$ cat src/fps_cfg.svh
// fps_cfg.svh: bit positions, key values, operation codes and timing for the flash sequencer.
// assumes inclusion by the package, the holding buffer, the sequencer and the property module.
`ifndef FPS_CFG_SVH
`define FPS_CFG_SVH

// ----------------------------------------------------------------
// control register layout
// ----------------------------------------------------------------
`define FPS_GO_BIT          15
`define FPS_ENABLE_BIT      14
`define FPS_FAULT_BIT       13
`define FPS_ERASE_BIT       6
`define FPS_OP_HI           3
`define FPS_OP_LO           0
`define FPS_CTRL_WMASK      16'h404F
`define FPS_CTRL_RESET      16'h0000

// ----------------------------------------------------------------
// unlock keys and operation codes
// ----------------------------------------------------------------
`define FPS_KEY_FIRST       8'h55
`define FPS_KEY_SECOND      8'hAA
`define FPS_OP_BULK         4'hF
`define FPS_OP_GENERAL      4'hD
`define FPS_OP_SECURE       4'hC
`define FPS_OP_WORD         4'h3
`define FPS_OP_PAGE         4'h2
`define FPS_OP_ROW          4'h1
`define FPS_OP_CONFIG       4'h0

// ----------------------------------------------------------------
// timing: cycle time 4 ns at 250 MHz
// ----------------------------------------------------------------
`define FPS_CLK_NS          4
`define FPS_CYCLE_US        4000
`define FPS_CYCLE_CLKS      ((`FPS_CYCLE_US * 1000) / `FPS_CLK_NS)
`define FPS_ROW_WORDS       64
`define FPS_ADDR_W          6

`endif

$ cat src/fps_pkg.sv
// fps_pkg.sv: types shared by the flash sequencer files.
// assumes fps_cfg.svh is on the include path.
`include "fps_cfg.svh"

package fps_pkg;

    typedef enum logic [2:0] {
        FPS_NONE,
        FPS_PAGE_ERASE,
        FPS_ROW_PROGRAM,
        FPS_WORD_PROGRAM,
        FPS_BULK_ERASE,
        FPS_GENERAL_ERASE,
        FPS_SECURE_ERASE,
        FPS_CONFIG_ACCESS
    } fps_op_t;

    // one holding buffer entry: 24-bit instruction
    typedef struct packed {
        logic [7:0]  high_byte;
        logic [15:0] low_word;
    } fps_word_t;

    // command handed to the flash array
    typedef struct packed {
        fps_op_t op;
        logic    erase;
    } fps_cmd_t;

endpackage

$ cat src/fps_hold_buf.sv
// fps_hold_buf.sv: row holding buffers, 64 instructions, separate low/high write lanes.
// assumes one writer and one reader on the same clock; read data registered.
`include "fps_cfg.svh"

module fps_hold_buf
    import fps_pkg::*;
(
    input  wire logic                     mclk,
    input  wire logic                     low_we,
    input  wire logic                     high_we,
    input  wire logic [`FPS_ADDR_W-1:0]   wr_addr,
    input  wire logic [15:0]              low_data,
    input  wire logic [7:0]               high_data,
    input  wire logic [`FPS_ADDR_W-1:0]   rd_addr,
    output      fps_word_t                rd_data
);

    fps_word_t mem [`FPS_ROW_WORDS];

    // no reset: contents are undefined until software loads them
    always_ff @(posedge mclk) begin
        if (low_we) begin
            mem[wr_addr].low_word <= low_data;
        end
        if (high_we) begin
            mem[wr_addr].high_byte <= high_data;
        end
        rd_data <= mem[rd_addr];
    end

endmodule // fps_hold_buf

$ cat src/fps_sequencer.sv
// fps_sequencer.sv: flash program/erase sequencer with unlock key, stall and self-timed cycle.
// assumes the core writes control and key one access per cycle and honours cpu_stall.
`include "fps_cfg.svh"

module fps_sequencer
    import fps_pkg::*;
#(
    parameter int unsigned CYCLE_CLKS = `FPS_CYCLE_CLKS
)
(
    input  wire logic                     mclk,
    input  wire logic                     rst_b,
    input  wire logic                     ctrl_we,
    input  wire logic [15:0]              ctrl_wdata,
    input  wire logic                     key_we,
    input  wire logic [7:0]               key_wdata,
    input  wire logic                     low_store,
    input  wire logic                     high_store,
    input  wire logic [`FPS_ADDR_W-1:0]   store_addr,
    input  wire logic [15:0]              store_low,
    input  wire logic [7:0]               store_high,
    input  wire logic                     abort,
    output      logic [15:0]              flash_control_reg,
    output      logic                     cpu_stall,
    output      logic                     array_busy,
    output      fps_cmd_t                 array_cmd,
    output      logic                     array_we,
    output      logic [`FPS_ADDR_W-1:0]   array_addr,
    output      fps_word_t                array_wdata,
    output      logic                     op_done
);

    // ----------------------------------------------------------------
    // decode
    // ----------------------------------------------------------------
    typedef enum logic [1:0] {KEY_IDLE, KEY_HALF, KEY_ARMED} fps_key_t;
    typedef enum logic [1:0] {ST_IDLE, ST_RUN, ST_DONE} fps_state_t;

    fps_key_t   key_state;
    fps_key_t   next_key_state;
    fps_state_t state;
    logic [31:0] timer;
    logic [`FPS_ADDR_W-1:0] rd_addr;
    logic        stream_on;
    // buffer read data lags its address by one cycle; this marks it valid
    logic        rd_valid;
    fps_word_t   buf_rd;

    wire        go_attempt  = ctrl_we && ctrl_wdata[`FPS_GO_BIT] && (state == ST_IDLE);
    wire        key_ok      = (key_state == KEY_ARMED);
    wire        go_valid    = go_attempt && key_ok && ctrl_wdata[`FPS_ENABLE_BIT];
    wire        go_bad      = go_attempt && !go_valid;
    // abort anywhere in a stalled cycle, the closing cycle too, counts as improper
    wire        abort_bad   = abort && (state != ST_IDLE);
    wire        cycle_end   = (state == ST_RUN) && (timer == 32'(CYCLE_CLKS - 1));

    // operation decode from the value being written with go
    wire        w_erase     = ctrl_wdata[`FPS_ERASE_BIT];
    wire [3:0]  w_op        = ctrl_wdata[`FPS_OP_HI:`FPS_OP_LO];
    fps_op_t    w_kind;
    always_comb begin
        w_kind = FPS_NONE;
        if (w_erase) begin
            unique case (w_op)
                `FPS_OP_BULK:    w_kind = FPS_BULK_ERASE;
                `FPS_OP_GENERAL: w_kind = FPS_GENERAL_ERASE;
                `FPS_OP_SECURE:  w_kind = FPS_SECURE_ERASE;
                `FPS_OP_PAGE:    w_kind = FPS_PAGE_ERASE;
                `FPS_OP_CONFIG:  w_kind = FPS_CONFIG_ACCESS;
                default:         w_kind = FPS_NONE;
            endcase
        end else begin
            unique case (w_op)
                `FPS_OP_WORD:    w_kind = FPS_WORD_PROGRAM;
                `FPS_OP_ROW:     w_kind = FPS_ROW_PROGRAM;
                `FPS_OP_CONFIG:  w_kind = FPS_CONFIG_ACCESS;
                default:         w_kind = FPS_NONE;
            endcase
        end
    end

    // key tracker: 55h arms half, AAh completes, anything else drops it
    always_comb begin
        next_key_state = key_state;
        if (key_we) begin
            if (key_wdata == `FPS_KEY_FIRST) begin
                next_key_state = KEY_HALF;
            end else if (key_wdata == `FPS_KEY_SECOND && key_state == KEY_HALF) begin
                next_key_state = KEY_ARMED;
            end else begin
                next_key_state = KEY_IDLE;
            end
        end else if (ctrl_we || low_store || high_store) begin
            next_key_state = KEY_IDLE;
        end
    end

    // ----------------------------------------------------------------
    // holding buffers
    // ----------------------------------------------------------------
    fps_hold_buf u_buf (
        .mclk      (mclk),
        .low_we    (low_store && state == ST_IDLE),
        .high_we   (high_store && state == ST_IDLE),
        .wr_addr   (store_addr),
        .low_data  (store_low),
        .high_data (store_high),
        .rd_addr   (rd_addr),
        .rd_data   (buf_rd)
    );

    // ----------------------------------------------------------------
    // state
    // ----------------------------------------------------------------
    always_ff @(posedge mclk or negedge rst_b) begin
        if (!rst_b) begin
            key_state <= KEY_IDLE;
        end else begin
            key_state <= next_key_state;
        end
    end

    always_ff @(posedge mclk or negedge rst_b) begin
        if (!rst_b) begin
            state      <= ST_IDLE;
            timer      <= '0;
            array_cmd  <= '{op: FPS_NONE, erase: 1'b0};
            cpu_stall  <= 1'b0;
            array_busy <= 1'b0;
            op_done    <= 1'b0;
        end else begin
            op_done <= 1'b0;
            unique case (state)
                ST_IDLE: begin
                    if (go_valid) begin
                        state      <= ST_RUN;
                        timer      <= '0;
                        array_cmd  <= '{op: w_kind, erase: w_erase};
                        cpu_stall  <= 1'b1;
                        array_busy <= (w_kind != FPS_NONE);
                    end
                end
                ST_RUN: begin
                    timer <= timer + 32'd1;
                    if (cycle_end || abort_bad) begin
                        state <= ST_DONE;
                    end
                end
                ST_DONE: begin
                    state      <= ST_IDLE;
                    cpu_stall  <= 1'b0;
                    array_busy <= 1'b0;
                    array_cmd  <= '{op: FPS_NONE, erase: 1'b0};
                    op_done    <= 1'b1;
                end
                default: begin
                    state <= ST_IDLE;
                end
            endcase
        end
    end

    // control register: go self-clears, fault sticky until software writes it
    always_ff @(posedge mclk or negedge rst_b) begin
        if (!rst_b) begin
            flash_control_reg <= `FPS_CTRL_RESET;
        end else begin
            if (ctrl_we && state == ST_IDLE) begin
                flash_control_reg <= (ctrl_wdata & `FPS_CTRL_WMASK)
                                   | (ctrl_wdata & (16'h1 << `FPS_FAULT_BIT));
                flash_control_reg[`FPS_GO_BIT] <= go_valid;
            end
            if (state == ST_DONE) begin
                flash_control_reg[`FPS_GO_BIT] <= 1'b0;
            end
            // set wins over a clearing write in the same cycle
            if (go_bad || abort_bad) begin
                flash_control_reg[`FPS_FAULT_BIT] <= 1'b1;
            end
        end
    end

    // row program streams the 64 buffered words to the array at cycle start
    always_ff @(posedge mclk or negedge rst_b) begin
        if (!rst_b) begin
            rd_addr     <= '0;
            stream_on   <= 1'b0;
            rd_valid    <= 1'b0;
            array_we    <= 1'b0;
            array_addr  <= '0;
            array_wdata <= '0;
        end else begin
            // no word leaves once the cycle is closing, so a cut stream stays inside busy
            rd_valid    <= stream_on;
            array_we    <= rd_valid && (state == ST_RUN);
            array_addr  <= rd_addr - `FPS_ADDR_W'(1);
            array_wdata <= buf_rd;
            if (go_valid && w_kind == FPS_ROW_PROGRAM) begin
                stream_on <= 1'b1;
                rd_addr   <= '0;
            end else if (stream_on) begin
                rd_addr <= rd_addr + `FPS_ADDR_W'(1);
                if (rd_addr == `FPS_ADDR_W'(`FPS_ROW_WORDS - 1) || state != ST_RUN) begin
                    stream_on <= 1'b0;
                end
            end
        end
    end

endmodule // fps_sequencer

$ cat config.mk
export PLATFORM = sky130hd
export DESIGN_NAME = fps_sequencer
export DESIGN_NICKNAME = d
export VERILOG_FILES = /design/src/fps_pkg.sv /design/src/fps_hold_buf.sv /design/src/fps_sequencer.sv
export VERILOG_INCLUDE_DIRS = /design/src /design/src/src
export SDC_FILE = /design/constraint.sdc
export NUM_CORES = 2
export LEC_CHECK = 0
export ABC_AREA = 1
export BUFFER_PORTS_ARGS = -buffer_cell sky130_fd_sc_hd__buf_2
export CAP_MARGIN = 25
export CORE_ASPECT_RATIO = 1.1
export CORE_MARGIN = 5
export CORE_UTILIZATION = 65
export CTS_CLUSTER_DIAMETER = 30
export CTS_CLUSTER_SIZE = 40
export DETAILED_ROUTE_END_ITERATION = 12
export HOLD_SLACK_MARGIN = 0.12
export PLACE_DENSITY = 0.79
export SYNTH_ARGS = -nofsm -noshare
export SYNTH_HDL_FRONTEND = slang
export SYNTH_HIERARCHICAL = 1
export SYNTH_SLANG_ARGS = --single-unit
$ cat constraint.sdc
create_clock -name mclk -period 5.73 [get_ports mclk]
set_input_delay 0.8595 -clock mclk [delete_from_list [all_inputs] [get_ports mclk]]
set_output_delay 0.8595 -clock mclk [all_outputs]
set_load 0.01 [all_outputs]
==> impl_results.md <==
* Status: finished, final reports clean
* YS warnings at 6
* CTS tree: done
* CP Data Arrival Time at 4.43 ns
* Initial antenna violation count at 22
* Clk_skew at 0.0628 ns
* Starting Density at 0.652
* Met2 Wirelength at between 80000 and 90000 um
* Yosys reg bits at approximately 1700
* Synth top area share at 0.682
* Sequential-to-total area share from yosys stat at 0.723
* Die height at roughly 350 um
* Number of flip-flops in the largest register at 1536
* Total Neg Setup Slack at 0 ns
* Fin. Hold Viols at 0
* CP max stage delay at 0.85 ns
* Type of destination of the critical path: register
* Post-Route WL at 179000 um
* Fmax at about 270 MHz
* Reg2Reg Depth at 10
* Met3 routed WL at between 20000 and 25000 um
* Worst hold path class: input pin to async pin
* Top Registers: u_buf/mem: 1536 flops, timer: 32 flops
* Critical-path cell list: buf_4 -> buf_4 -> nand2_1 -> nand3_1 -> nand3_1 -> nand2_1 -> nand2_1 -> nand3_1 -> nand3_1 -> nand2_1
* Residual DRC at 0
* Die area at 111000 sq um
* CP delay by family, top: buffers and inverters
* Total iterations of the first detailed-routing run at 8
* First-pass GRT wire length at between 200000 and 300000 um
* Critical Path Slowest Stage Cell: buf_4
* Clk slew on worst S/H paths at roughly 0.06 ns
* Crit start category: register
* Maxcap violations at 0
* # fillers at 6074
* Grt total ovfl at 0
* Most numerous cell in the Yosys netlist: nand2_1
* Horiz. Die Dim at ~320 um
* Worst endpoint required time at about 6.5 ns
* Via density per instance at roughly 6.3
* Final cell count without fillers at 7637
* Cell Area, Synth at 67600 sq um
* I/O Pins at around 120
* Max Root-Sink Buffers at 3
* Root Driver: clkbuf_16
* Syn_area_per_cell at 11.5 sq um
* Number of synthesized flops with an enable pin at between 1500 and 2000
* Measured slew at the worst slew-check pin at about 1.1 ns
* DR WL/cell at 23.5 um
* Nets at ~6000
* Hpwl dp at 91200 um
* FP Rows at 124
* I/O Buffers at slightly below 100
* Final Critical Period at roughly 3.7 ns
* # hold bufs at CTS at 0
* Top sig layer: met5
* M1 wire length at around 60000 um
* Vias in the first global route at 47300
* Top cells by area, synth: edfxtp_1 (68%), nand2_1 (12%), nand3_1 (10%)
* CP Buf/Inv Count at 2
* Synth-to-Final Area Change at 15.2%
* Clock Sinks at 1650
* Reg-to-reg endpoint: u_buf/rd_data[7]
* Async SR Flop Fraction at 0.0545
* Routed via count at between 40000 and 50000
* Post-cts resize count at 0
* Mapped Cells at about 5900
* Most common flop cell mapped by yosys: edfxtp_1
* Layout cells sized above 1 at 0.126
* Lkg Pwr at about 29 nW
* Setup bufs post-CTS at 0
* Crit Path Max Fanout at between 90 and 100
* Final ANT Viol Nets at 0
* Synth cell count leaders: nand2_1 (2118), edfxtp_1 (1536), nand3_1 (1363), buf_2 (166), nor3_1 (126)
* Power Dens Cells at approximately 370 nW/um^2
* Largest net degree at the start of global routing at around 230
* Placer Congestion at a little under 0.9
* Worst R2R Setup Slack at around 2 ns
* Peak VDD IR at approximately 330 uV
* Num CTS Buffers at ~240
* Netlist cell types at 39
* Biggest register: u_buf/mem
* Post-synth top area cell: edfxtp_1
* Worst rel slew slack at 0.262
* Tot GR Track Use at 0.318
* H-tree levels at 4
* Clk Latency, worst-skew pair at ~0.85 ns
* Slew Viols, Final at 0
* Reg-to-reg critical path startpoint: rd_addr[0]
* RSZ-0062 raised after global routing: false
* Number of placed instances, taps included at about 7200
* # setup viols final at 0
* Worst Setup Path Type: register to register
* Fin crit share at 0.643
* Final core utilization at 0.751
* Core area at 104000 sq um
* Drt initial violations at between 7000 and 8000
## power by group
part	internal [W]	switching, W
Combinational	0.0000594	0.000364
Sequential	0.0132	0.0000131
Clock	0.00909	0.00566
## placed cells by master, fill, tap and decap left out, types with 6 or more instances in the layout
cell,n
nand2_1,2118
edfxtp_1,1536
nand3_1,1363
clkbuf_16,239
buf_4,134
buf_2,122
nor2_1,87
dfrtp_1,85
nor3_1,71
inv_1,60
nor3_2,56
inv_6,36
bufinv_16,28
o21ai_0,27
clkinv_2,27
clkbuf_1,24
dfxtp_1,24
clkinvlp_4,23
clkinv_4,23
clkinv_1,18
inv_8,13
inv_2,12
buf_12,12
xor2_1,10
nand4_1,10
clkinv_8,9
conb_1,8
diode_2,7
clkbuf_4,7
nor2_2,6
nand2_2,6
clkbuf_2,6
## cells by family (layout without fill, tap and decap cells)
| kind of cell | after synthesis | after routing | share of synthesized area |
|---|---|---|---|
| AOI/OAI and AO/OA | 37 | 37 | 0.00289 |
| xor gates and xnor gates | 10 | 10 | 0.00130 |
| adders and majority gates | 3 | 3 | 0.000555 |
| buffers and inverters | 450 | 807 | 0.0358 |
| DFF | 1650 | 1650 | 0.723 |
| other | 1 | 15 | 0.0000555 |
| and+or+nand+nor | 3729 | 3729 | 0.237 |
## metrics by stage
stage	total power [W]	instance area, sq um	setup WS [ns]	hold WS [ns]
floorplan	0.0136	67600	2.51	0.316
global placement	0.0139	69200	1.60	0.318
detailed placement	0.0139	69400	2.18	0.320
CTS	0.0285	77600	2.16	0.191
global route	0.0291	77800	1.93	0.268
finish	0.0284	77800	2.05	0.217
## routing by layer
metal,vias up,GRT usage
met5,-,0
li1,20900,-
met4,4,0.164
met2,3423,0.529
met1,22700,0.398
met3,666,0.0706
## how the worst max path moves through the flow
stage / startpoint / end / cells after the start / slack (ns)
2_1_floorplan: store_addr[3] / u_buf/mem[48][0] / 4 / 2.51
3_3_place_gp: store_addr[5] / u_buf/mem[48][17] / 5 / 1.60
3_5_place_dp: store_addr[4] / u_buf/mem[8][18] / 4 / 2.18
4_1_cts: rd_addr[0] / u_buf/rd_data[7] / 10 / 2.16
5_1_grt: rd_addr[0] / u_buf/rd_data[7] / 10 / 1.93
6_report: rd_addr[0] / u_buf/rd_data[7] / 10 / 2.05
## final cells by class
type	count	area, sq um	area share
timing repair buffer	284	1990	0.0256
multi-input combinational	3787	16600	0.214
inverter	78	324	0.00416
clock buffer	265	6100	0.0783
clock inverter	180	2180	0.0280
tap	1386	1730	0.0223
sequential	1650	48900	0.628
antenna	7	17.5	0.000225
## worst register-to-register path: stages (launching register included)
cell	delay, ns
dfrtp_4	0.79
buf_4	0.72
buf_4	0.91
nand2_1	0.22
nand3_1	0.14
nand3_1	0.11
nand2_1	0.14
nand2_1	0.08
nand3_1	0.18
nand3_1	0.21
nand2_1	0.12
Note: power is estimated with default switching activity, not from simulation.
